<file path="config.mk">
export PLATFORM = sky130hd
export DESIGN_NAME = spb_serial_port
export DESIGN_NICKNAME = d
export VERILOG_FILES = /design/src/shared/spb_pkg.sv /design/src/rtl/spb_serial_port.sv
export VERILOG_INCLUDE_DIRS = /design/src /design/src/shared
export SDC_FILE = /design/constraint.sdc
export NUM_CORES = 1
export LEC_CHECK = 0
export BUFFER_PORTS_ARGS = -buffer_cell sky130_fd_sc_hd__buf_2
export CAP_MARGIN = 40
export CORE_MARGIN = 2
export CORE_UTILIZATION = 65
export CTS_CLUSTER_SIZE = 8
export DETAILED_ROUTE_END_ITERATION = 12
export PLACE_DENSITY = 0.83
export SETUP_SLACK_MARGIN = 0.3
export SLEW_MARGIN = 20
export SYNTH_ARGS = -nofsm -noshare
export SYNTH_HDL_FRONTEND = slang
export SYNTH_SLANG_ARGS = --single-unit
</file>
<file path="constraint.sdc">
create_clock -name clk -period 6.93 [get_ports clk]
set_input_delay 0.693 -clock clk [delete_from_list [all_inputs] [get_ports clk]]
set_output_delay 0.693 -clock clk [all_outputs]
set_load 0.1 [all_outputs]
</file>
<file path="src/shared/spb_cfg.svh">
// constants for the serial port b control block
// How it works
// - async modes frame data with one start and one stop bit
// - top three control bits pick mode 0 to 3 plus qualifier
// - mode 0 shifts eight bits, 12 or 4 peripheral clocks per bit
// - mode 1 sends ten-bit frames at the timer baud tick rate
// - mode 2 sends eleven-bit frames, 64 or 32 clocks per bit
// - mode 3 sends eleven-bit frames at the timer baud tick rate
// - modes 2 and 3 with qualifier drop frames whose ninth bit is zero
// - mode 1 with qualifier flags a byte only on a valid stop bit
// - everything but a mode 0 receive start advances only on the peripheral clock enable, stopped in idle
// - receive enable clear stops the receiver; set enables modes 1 to 3
// - setting receive enable in mode 0 starts one synchronous byte in
// - modes 2 and 3 send the ninth transmit bit as ninth data bit
// - ninth received bit stored in modes 2, 3; stop bit in mode 1
// - transmit done sets after the eighth or last data bit
// - receive done sets after bit eight, stop sample or ninth sample
// - buffer address: writes feed transmitter, reads give receive buffer
`ifndef SPB_CFG_SVH
`define SPB_CFG_SVH
`define SPB_CTRL_ADDR    8'hc0
`define SPB_BUF_ADDR     8'hc1
`define SPB_CTRL_RESET   8'h00
`define SPB_BIT_MHI      7
`define SPB_BIT_MLO      6
`define SPB_BIT_MPQ      5
`define SPB_BIT_REN      4
`define SPB_BIT_TB8      3
`define SPB_BIT_RB8      2
`define SPB_BIT_TXDONE   1
`define SPB_BIT_RXDONE   0
`define SPB_M0_SLOW_PCLK 12
`define SPB_M0_FAST_PCLK 4
`define SPB_M2_SLOW_PCLK 64
`define SPB_M2_FAST_PCLK 32
`define SPB_OVERSAMPLE   16
`define SPB_SAMPLE_POINT 4'h7
`define SPB_SYNC_LAST    4'h7
`define SPB_RX_LAST      4'h9
`define SPB_TX_LAST_M1   4'h9
`define SPB_TX_LAST_M23  4'ha
`define SPB_FIFO_DEPTH   16
`endif

</file>
<file path="src/shared/spb_pkg.sv">
// types for the serial port b control block
package spb_pkg;
    typedef enum logic [1:0] {SPB_IDLE, SPB_ASYNC, SPB_SYNC} spb_state_e;
    typedef struct packed {
        logic [7:0]  ctrl;
        logic [7:0]  rxBuf;
        logic [7:0]  rdData;
        logic        txd;
        logic        rxdOut;
        logic        rxdOe;
        logic        fifoRdy;
        logic [3:0]  divCnt;
        spb_state_e  txSt;
        logic [3:0]  txTick;
        logic [3:0]  txBit;
        logic [10:0] txSh;
        spb_state_e  rxSt;
        logic [3:0]  rxTick;
        logic [3:0]  rxBit;
        logic [8:0]  rxSh;
        logic        rxPrev;
    } spb_state_s;
endpackage : spb_pkg

</file>
<file path="src/rtl/spb_serial_port.sv">
// serial port b control logic with transmit fifo
`timescale 1ns/10ps
`include "spb_cfg.svh"

// ************************************************
// transmit fifo
// ************************************************
module spb_fifo
    import spb_pkg::*;
#(
    parameter int WIDTH = 8,
    parameter int DEPTH = `SPB_FIFO_DEPTH
) (
    input  wire logic             clk,
    input  wire logic             rst_n,
    input  wire logic             inValid,
    output logic                  inReady,
    input  wire logic [WIDTH-1:0] inData,
    output logic                  outValid,
    input  wire logic             outReady,
    output logic      [WIDTH-1:0] outData
);
    localparam int AW = $clog2(DEPTH);
    typedef struct packed {
        logic [AW-1:0] wrPtr;
        logic [AW-1:0] rdPtr;
        logic [AW:0]   count;
    } spb_fifo_s;

    logic [WIDTH-1:0] mem [DEPTH];
    spb_fifo_s        s;
    spb_fifo_s        n;
    logic             push;
    logic             pop;

    assign inReady  = s.count != (AW+1)'(DEPTH);
    assign outValid = s.count != '0;
    assign outData  = mem[s.rdPtr];

    always_comb begin
        n    = s;
        push = inValid && inReady;
        pop  = outValid && outReady;
        if (push) begin
            n.wrPtr = (s.wrPtr == AW'(DEPTH-1)) ? '0 : s.wrPtr + 1'b1;
        end
        if (pop) begin
            n.rdPtr = (s.rdPtr == AW'(DEPTH-1)) ? '0 : s.rdPtr + 1'b1;
        end
        n.count = s.count + (AW+1)'(push) - (AW+1)'(pop);
    end

    always_ff @(posedge clk or negedge rst_n) begin
        if (!rst_n) begin
            s <= '0;
        end else begin
            s <= n;
        end
    end

    always_ff @(posedge clk) begin
        if (push) begin
            mem[s.wrPtr] <= inData;
        end
    end
endmodule : spb_fifo

// ************************************************
// serial port b
// ************************************************
module spb_serial_port
    import spb_pkg::*;
(
    input  wire logic       clk,
    input  wire logic       rst_n,
    input  wire logic       pclkEn,
    input  wire logic       baudDouble,
    input  wire logic       baudTick,
    input  wire logic [7:0] sfrAddr,
    input  wire logic       sfrWrEn,
    input  wire logic       sfrRdEn,
    input  wire logic [7:0] sfrWrData,
    output logic      [7:0] sfrRdData,
    output logic            txd,
    input  wire logic       rxdIn,
    output logic            rxdOut,
    output logic            rxdOe,
    output logic            txFifoReady
);
    spb_state_s s;
    spb_state_s n;
    logic [1:0] mode;
    logic       wrCtrl;
    logic       wrBuf;
    logic       divTick;
    logic       sampTick;
    logic       popTx;
    logic       rxFin;
    logic       rxLoad;
    logic       m0Start;
    logic [3:0] txLast;
    logic       fInReady;
    logic       fOutValid;
    logic [7:0] fOutData;

    function automatic logic [3:0] divLimit(input logic [1:0] m, input logic q, input logic d);
        int p;
        if (m == 2'd0) begin
            p = (q ? `SPB_M0_FAST_PCLK : `SPB_M0_SLOW_PCLK) / 2;
        end else begin
            p = (d ? `SPB_M2_FAST_PCLK : `SPB_M2_SLOW_PCLK) / `SPB_OVERSAMPLE;
        end
        return 4'(p - 1);
    endfunction : divLimit

    spb_fifo #(
        .WIDTH (8),
        .DEPTH (`SPB_FIFO_DEPTH)
    ) txFifo (
        .clk      (clk),
        .rst_n    (rst_n),
        .inValid  (wrBuf),
        .inReady  (fInReady),
        .inData   (sfrWrData),
        .outValid (fOutValid),
        .outReady (popTx),
        .outData  (fOutData)
    );

    always_comb begin
        n        = s;
        mode     = {s.ctrl[`SPB_BIT_MHI], s.ctrl[`SPB_BIT_MLO]};
        wrCtrl   = sfrWrEn && (sfrAddr == `SPB_CTRL_ADDR);
        wrBuf    = sfrWrEn && (sfrAddr == `SPB_BUF_ADDR);
        divTick  = 1'b0;
        rxFin    = 1'b0;
        rxLoad   = 1'b0;
        txLast   = (mode == 2'd1) ? `SPB_TX_LAST_M1 : `SPB_TX_LAST_M23;
        n.rxPrev = rxdIn;
        if (wrCtrl) begin
            n.ctrl = sfrWrData;
        end
        m0Start  = wrCtrl && sfrWrData[`SPB_BIT_REN] && !s.ctrl[`SPB_BIT_REN]
                   && (sfrWrData[`SPB_BIT_MHI:`SPB_BIT_MLO] == 2'd0)
                   && !sfrWrData[`SPB_BIT_RXDONE] && (s.rxSt == SPB_IDLE);
        if (sfrRdEn) begin
            n.rdData = (sfrAddr == `SPB_CTRL_ADDR) ? s.ctrl :
                       (sfrAddr == `SPB_BUF_ADDR) ? s.rxBuf : 8'h00;
        end
        // all engines step on the peripheral clock enable
        if (pclkEn) begin
            if (s.divCnt >= divLimit(mode, s.ctrl[`SPB_BIT_MPQ], baudDouble)) begin
                n.divCnt = '0;
                divTick  = 1'b1;
            end else begin
                n.divCnt = s.divCnt + 4'h1;
            end
        end
        // timer tick paces modes 1 and 3
        sampTick = (mode == 2'd2) ? divTick : (baudTick && pclkEn);
        // next byte waits for a cleared done flag
        popTx    = pclkEn && fOutValid && (s.txSt == SPB_IDLE)
                   && !s.ctrl[`SPB_BIT_TXDONE] && (s.rxSt != SPB_SYNC);

        // ********************************
        // transmitter
        // ********************************
        case (s.txSt)
            SPB_IDLE: begin
                if (popTx) begin
                    // buffer data starts a new character
                    n.txTick = '0;
                    n.txBit  = '0;
                    n.divCnt = '0;
                    if (mode == 2'd0) begin
                        n.txSt = SPB_SYNC;
                        n.txSh = {3'b111, fOutData};
                    end else begin
                        n.txSt = SPB_ASYNC;
                        // start, data, ninth or stop, stop
                        n.txSh = (mode == 2'd1) ? {2'b11, fOutData, 1'b0}
                               : {1'b1, s.ctrl[`SPB_BIT_TB8], fOutData, 1'b0};
                    end
                end
            end
            SPB_ASYNC: begin
                if (sampTick) begin
                    n.txTick = s.txTick + 4'h1;
                    if (s.txTick == 4'(`SPB_OVERSAMPLE - 1)) begin
                        n.txSh  = {1'b1, s.txSh[10:1]};
                        n.txBit = s.txBit + 4'h1;
                        // done at end of last data bit
                        if (s.txBit == txLast - 4'h1) begin
                            n.ctrl[`SPB_BIT_TXDONE] = 1'b1;
                        end
                        if (s.txBit == txLast) begin
                            n.txSt = SPB_IDLE;
                        end
                    end
                end
            end
            SPB_SYNC: begin
                if (divTick) begin
                    n.txTick[0] = !s.txTick[0];
                    if (s.txTick[0]) begin
                        n.txSh  = {1'b1, s.txSh[10:1]};
                        n.txBit = s.txBit + 4'h1;
                        if (s.txBit == `SPB_SYNC_LAST) begin
                            n.ctrl[`SPB_BIT_TXDONE] = 1'b1;
                            n.txSt = SPB_IDLE;
                        end
                    end
                end
            end
            default: n.txSt = SPB_IDLE;
        endcase

        // ********************************
        // receiver
        // ********************************
        case (s.rxSt)
            SPB_IDLE: begin
                if (m0Start) begin
                    n.rxSt   = SPB_SYNC;
                    n.rxTick = '0;
                    n.rxBit  = '0;
                    n.divCnt = '0;
                end else if (pclkEn && s.ctrl[`SPB_BIT_REN] && mode != 2'd0
                             && s.rxPrev && !rxdIn) begin
                    n.rxSt   = SPB_ASYNC;
                    n.rxTick = '0;
                    n.rxBit  = '0;
                end
            end
            SPB_ASYNC: begin
                if (sampTick) begin
                    n.rxTick = s.rxTick + 4'h1;
                    if (s.rxTick == `SPB_SAMPLE_POINT) begin
                        n.rxBit = s.rxBit + 4'h1;
                        if (s.rxBit == 4'h0) begin
                            if (rxdIn) begin
                                n.rxSt = SPB_IDLE;
                            end
                        end else begin
                            n.rxSh = {rxdIn, s.rxSh[8:1]};
                            if (s.rxBit == `SPB_RX_LAST) begin
                                rxFin  = 1'b1;
                                n.rxSt = SPB_IDLE;
                                // held until the done flag is cleared
                                rxLoad = !s.ctrl[`SPB_BIT_RXDONE]
                                         && (!s.ctrl[`SPB_BIT_MPQ] || rxdIn);
                                if (rxLoad) begin
                                    n.rxBuf = s.rxSh[8:1];
                                    n.ctrl[`SPB_BIT_RB8] = rxdIn;
                                    n.ctrl[`SPB_BIT_RXDONE] = 1'b1;
                                end
                            end
                        end
                    end
                end
            end
            SPB_SYNC: begin
                if (divTick) begin
                    n.rxTick[0] = !s.rxTick[0];
                    if (!s.rxTick[0]) begin
                        n.rxSh = {rxdIn, s.rxSh[8:1]};
                    end else begin
                        n.rxBit = s.rxBit + 4'h1;
                        if (s.rxBit == `SPB_SYNC_LAST) begin
                            rxFin  = 1'b1;
                            rxLoad = 1'b1;
                            n.rxSt = SPB_IDLE;
                            n.rxBuf = s.rxSh[8:1];
                            n.ctrl[`SPB_BIT_RXDONE] = 1'b1;
                        end
                    end
                end
            end
            default: n.rxSt = SPB_IDLE;
        endcase
        // receive enable clear stops the receiver
        if (!n.ctrl[`SPB_BIT_REN]) begin
            n.rxSt = SPB_IDLE;
        end

        // ********************************
        // pins
        // ********************************
        n.rxdOe  = n.txSt == SPB_SYNC;
        n.rxdOut = n.txSt == SPB_SYNC ? n.txSh[0] : 1'b1;
        n.txd    = (n.txSt == SPB_SYNC) ? n.txTick[0] :
                   (n.rxSt == SPB_SYNC) ? n.rxTick[0] :
                   (n.txSt == SPB_ASYNC) ? n.txSh[0] : 1'b1;
        n.fifoRdy = fInReady || popTx;
    end

    always_ff @(posedge clk or negedge rst_n) begin
        if (!rst_n) begin
            s         <= '0;
            s.ctrl    <= `SPB_CTRL_RESET;
            s.txd     <= 1'b1;
            s.rxdOut  <= 1'b1;
            s.fifoRdy <= 1'b1;
            s.rxPrev  <= 1'b1;
        end else begin
            s <= n;
        end
    end

    assign sfrRdData   = s.rdData;
    assign txd         = s.txd;
    assign rxdOut      = s.rxdOut;
    assign rxdOe       = s.rxdOe;
    assign txFifoReady = s.fifoRdy;
endmodule : spb_serial_port

</file>
=== After elaboration in Yosys (flattened, before gate mapping) ===
Memories as Yosys holds them, arrays and structs flattened.
Index checks and enable logic that the tools add are counted.

* Divide/modulo/power cells: 0
* Shift-type cells: 0
* Eq/ne operators: 37
* Bitwise gates (word level): 2
* $lt $le $gt $ge: 1
* Muxes and demuxes: 82
* $add $sub $neg: 13
* Reduce and logical (&&, ||, !) cells: 48
* Multipliers: 0

{| class="wikitable"
|+ Operators with widths
! kind !! count
|-
| 2-to-1 mux 9 bit || 10
|-
| one-hot mux 16 bit (3 select lines) || 1
|-
| 2-to-1 mux 4 bit || 11
|-
| 2-to-1 mux 10 bit || 4
|-
| one-hot mux 9 bit (2 select lines) || 2
|-
| 2-to-1 mux 15 bit || 2
|-
| 2-to-1 mux 2 bit || 15
|-
| adder 4 x 1 -> 4 bit (second input constant) || 7
|-
| inequality test 2 bit (second input constant) || 14
|-
| 2-to-1 mux 25 bit || 1
|-
| 2-to-1 mux 1 bit || 21
|-
| 2-to-1 mux 21 bit || 1
|-
| logical AND 1 bit || 19
|-
| 2-to-1 mux 19 bit || 1
|-
| AND reduction 6 bit || 3
|-
| == test 4 bit (second input constant) || 4
|-
| == test 8 bit (second input constant) || 2
|-
| 2-to-1 mux 16 bit || 1
|-
| 2-to-1 mux 8 bit || 2
|-
| one-hot mux 5 bit (3 select lines) || 1
|-
| 2-to-1 mux 14 bit || 1
|-
| 2-to-1 mux 13 bit || 1
|-
| == test 4 x 3 -> 1 bit (second input constant) || 3
|-
| one-hot mux 2 bit (3 select lines) || 2
|-
| 27 further kinds || 54
|}

* Word-level logic and storage cells: 208
* Register bits: 86
* ROM bits: 0
* Memory bits (writable): 128
* Bits of input ports: 24
* Output and inout port bits: 12
* Latch bits: 0
* Memories: 1

{| class="wikitable"
|+ Memory list
! name !! words !! bits a word !! rd ports !! clocked after Yosys merged registers in !! write ports !! RTL line !! text
|-
| txFifo.mem || 16 || 8 || 1 || 0 || 1 || spb_serial_port.sv:30 || <nowiki>logic [WIDTH-1:0] mem [DEPTH];</nowiki>
|}

=== Longest topological paths before layout ===
* Word-level depth: 17
* Mapped depth: 15
* Gate-level depth less buffers: 14

=== By module ===
Synthesis repeated with hierarchy kept, for this count alone.

* Cells, all modules: 791
* Area, all modules: 10,085.9 µm²

{| class="wikitable"
|+ By module, submodules not included
! module !! area an instance (µm²) !! cells each !! sequential area each (µm²) !! times used
|-
| spb_fifo || 5,789.3 || 311 || 4,169.0 || 1
|-
| spb_serial_port || 4,296.6 || 480 || 1,806.7 || 1
|}

=== Least setup slack after synthesis ===
OpenSTA, ideal clock, no wires.

* Path kind: register -> register
* From: register s, in the netlist mode[1]
* To: register, netlist name txd
* Data arrival time: 3.385 ns
* Buffers on the path: 1
* Library setup time: 0.091 ns
* Slack: 3.455 ns
* Clock period less this slack: 3.475 ns
* Required time: 6.839 ns
* Stages on the path, launching flop included: 13
* Cell sequence: dfrtp_1 > or2_2 > clkbuf_1 > nand2b_1 > inv_1 > ha_1 > ha_1 > nand2_1 > o211a_4 > or4_4 > a221oi_2 > nor4bb_1 > o31ai_2

{| class="wikitable"
|+ RTL lines
! what !! RTL line !! text
|-
| from (decl) || spb_serial_port.sv:90 || <nowiki>spb_state_s s;</nowiki>
|-
| from (signal assigned) || spb_serial_port.sv:306 || <nowiki>s <= n;</nowiki>
|}

=== Worst setup path after layout ===
* From: register s, in the netlist mode[1]
* To: register s[64] (netlist name)

* Word-level cells in the longest chain between the ends: 10
* Elaborated cells between the ends (all ways): 12
* Those cells by class: add/sub (1); order compare (1); eq/ne (3); mux (5); reduce/logical (2)

{| class="wikitable"
|+ RTL lines
! what !! RTL line !! text
|-
| logical NOT 2 bit || spb_serial_port.sv:108 || <nowiki>if (m == 2'd0) begin</nowiki>
|-
| 2-to-1 mux 4 bit || spb_serial_port.sv:108 ||
|-
| 2-to-1 mux 4 bit || spb_serial_port.sv:151 || <nowiki>if (pclkEn) begin</nowiki>
|-
| subtractor 4 x 2 -> 4 bit || spb_serial_port.sv:113 || <nowiki>return 4'(p - 1);</nowiki>
|-
| >= comparator 4 bit || spb_serial_port.sv:152 || <nowiki>if (s.divCnt >= divLimit(mode, s.ctrl[`SPB_BIT_MPQ], baudDouble)) begin</nowiki>
|-
| 2-to-1 mux 1 bit || spb_serial_port.sv:152 ||
|-
| 2-to-1 mux 1 bit || spb_serial_port.sv:151 ||
|-
| 2-to-1 mux 1 bit || spb_serial_port.sv:160 || <nowiki>sampTick = (mode == 2'd2) ? divTick : (baudTick && pclkEn);</nowiki>
|-
| inequality test 2 bit (no line) || - ||
|-
| AND reduction 9 bit (no line) (*) || - ||
|}

Every way passes the cells marked *; elsewhere a longest branch is shown, timed or not. The select of a mux whose other input is x is not followed.
A chain may end at the register's enable or synchronous reset.

==> impl_metrics.env <==
export IMPL_grt_ovfl_total=0
export IMPL_first_iter_violations=837
export IMPL_dp_hpwl_um=15600
export IMPL_via_per_inst=6.68
export IMPL_clk_pin_slew_worst_paths_ns=0.05
export IMPL_period_minus_slack_ns=3.85
export IMPL_fin_skew_ns=0.0140
export IMPL_dieWidth_um=128
export IMPL_ctsResizeCount=0
export IMPL_outcome="finished, final reports clean"
export IMPL_die_h_um=128
export IMPL_fin_tns_setup_ns=0
export IMPL_crit_path_max_fanout=13
export IMPL_fin_crit_sh_pct=55.6
export IMPL_cts_path_max_buffers=3
export IMPL_cp_start_kind="flip-flop"
export IMPL_layout_commonest_cell="edfxtp_1"
export IMPL_cts_htree_levels=1
export IMPL_critical_path_required_ns=7.33
export IMPL_dp_cells=982
export IMPL_irDropWorstVdd_uv=261
export IMPL_async_reset_ff_share_pct=39.9
export IMPL_syn_area_mm2=0.0100
export IMPL_drcViolationCount=0
export IMPL_wire_per_inst_um=23.2
export IMPL_nets=886
export IMPL_root_buffer="clkbuf_16"
export IMPL_finalSetupViolations=0
export IMPL_rows=45
export IMPL_first_global_vias=6839
export IMPL_r2r_cells=13
export IMPL_synth_seq_cells=213
export IMPL_timing_fmax_mhz=260
export IMPL_synth_ff_type="edfxtp_1"
export IMPL_ys_seq_area_share_pct=59.6
export IMPL_gp_congestion=0.960
export IMPL_path_class="reg -> reg"
export IMPL_final_cell_mix="edfxtp_1 (128), dfrtp_1 (80), nand2_1 (68)"
export IMPL_hold_viol=0
export IMPL_holdBufCountCts=0
export IMPL_core_area_mm2=0.0151
export IMPL_syn_avg_cell_area_um2=12.7
export IMPL_numCtsBuffers=30
export IMPL_wl_um=24200
export IMPL_drive_above_1_share_pct=14.6
export IMPL_p_per_area_mw_per_mm2=362
export IMPL_slew_viol_final=0
export IMPL_grt_max_degree=66
export IMPL_leakage_uw=0.00439
export IMPL_hold_path_class="in -> async"
export IMPL_rsz0062_at_grt="false"
export IMPL_grt_pass1_wl_um=37400
export IMPL_area_growth_pct=12.1
export IMPL_worst_ep_arrival_time_ns=4.26
export IMPL_timing_slew_headroom_pct=47.8
export IMPL_post_cts_buffers=0
export IMPL_vias=6957
export IMPL_antenna_cells=0
export IMPL_cts_tree="built"
export IMPL_clkSinkCount=213
export IMPL_die_area_mm2=0.0164
export IMPL_num_io_pins=36
export IMPL_clk_latency_ns=0.55
export IMPL_postLayoutCoreUtil_pct=74.2
export IMPL_cp_end_kind="flip-flop"
export IMPL_finalNonFillerCells=1042
export IMPL_synth_cell_types=79
export IMPL_port_buffers=35
export IMPL_antenna_left=0
export IMPL_synthCells=789
export IMPL_antenna_found_initial=0
export IMPL_synth_edf_count=128
export IMPL_synth_warnings=0
export IMPL_track_usage_pct=29.9
export IMPL_firstDrtPassIters=7
export IMPL_tightestPinTransition_ns=0.773
export IMPL_cap_violations=0
export IMPL_initial_core_util_pct=66.2
export IMPL_syn_num_nets=845
## through the flow
stage / setup slack (ns) / total power [uW] / cell area [um2] / hold WS (ns)
3_3_place_gp: 3.37 / 2630 / 10300 / 0.464
4_1_cts: 3.02 / 4040 / 11200 / 0.0288
5_1_grt: 2.89 / 4240 / 11200 / 0.0456
6_report: 3.08 / 4070 / 11200 / 0.0238
2_1_floorplan: 3.45 / 2400 / 10000 / 0.397
3_5_place_dp: 3.15 / 2690 / 10300 / 0.476
## power breakdown
part | leakage (uW) | internal [uW] | switching [uW] | total, uW
sequential | 0.00223 | 1440 | 107 | 1550
clock | 0.000417 | 822 | 528 | 1350
combinational | 0.00174 | 457 | 709 | 1170
total | 0.00439 | 2720 | 1340 | 4070
## worst max-delay path, stage by stage (launching register included)
cell and delay, ns:
dfrtp_1 0.43, or2_2 0.45, nand2b_1 0.15, inv_1 0.05, ha_1 0.28, ha_1 0.32, nand2_1 0.10, o211a_4 0.30
or3_1 0.45, nor4_2 0.46, o21ai_1 0.30, buf_4 0.26, nand2_1 0.08, o21ai_1 0.07
## synthesized netlist by cell type (19+ instances only)
| library cell | n | area share, % |
|---|---|---|
| inv_1 | 46 | 1.7 |
| mux2i_1 | 40 | 4.0 |
| edfxtp_1 | 128 | 38 |
| o21ai_0 | 34 | 1.7 |
| a21oi_1 | 30 | 1.5 |
| mux4_2 | 19 | 4.3 |
| dfrtp_1 | 81 | 20 |
| o21ai_1 | 25 | 1.2 |
| nor2_1 | 28 | 1.0 |
| nand2_1 | 68 | 2.5 |
| ha_1 | 31 | 3.9 |
## final cells by class
class                           count  area [um2]
Tap cell                          188         235
Clock inverter                      1        30.0
Fill cell                         915        3900
Sequential cell                   213        5980
Multi-Input combinational cell    493        3700
Timing Repair Buffer               43         263
Clock buffer                       55         855
Inverter                           49         184
## final timing paths
| path | from | to | slack [ns] |
|---|---|---|---|
| worst max-delay path | mode[1] | s[64] | 3.08 |
| worst min-delay path | rst_n | s[31] | 0.02 |
| worst max register to register | mode[1] | s[64] | 3.08 |
| worst min register to register | s[30] | s[30] | 0.49 |
| max in group asynchronous | rst_n | s[0] | 6.07 |
| min in group clk | rxdIn | s[0] | 0.31 |
## state kept, by name, indices dropped and copies added, names as in the netlist
signal and count:
rxdOe 1, txd 1, rxdOut 1, txFifoReady 1, sfrRdData 8, mode 2, s 58, txFifo.mem 128
txFifo.s 13
## layer usage
layer  wire [um]  up-vias  track usage (%)
li1            -     3044                -
met1        9960     3471             43.2
met2       11600      378             47.6
met3        2040       64             5.13
met4         571        0             8.47
met5           0        -                0
## logic make-up after synthesis
logic type | Yosys count | synth area share, %
simple gates | 207 | 11.1
mux | 66 | 9.04
flops | 213 | 59.6
buf+inv | 83 | 3.54
xor+xnor | 10 | 0.873
compound gates | 178 | 11.8
fa+ha+maj | 32 | 4.07
(Power assumes the default switching activity.)
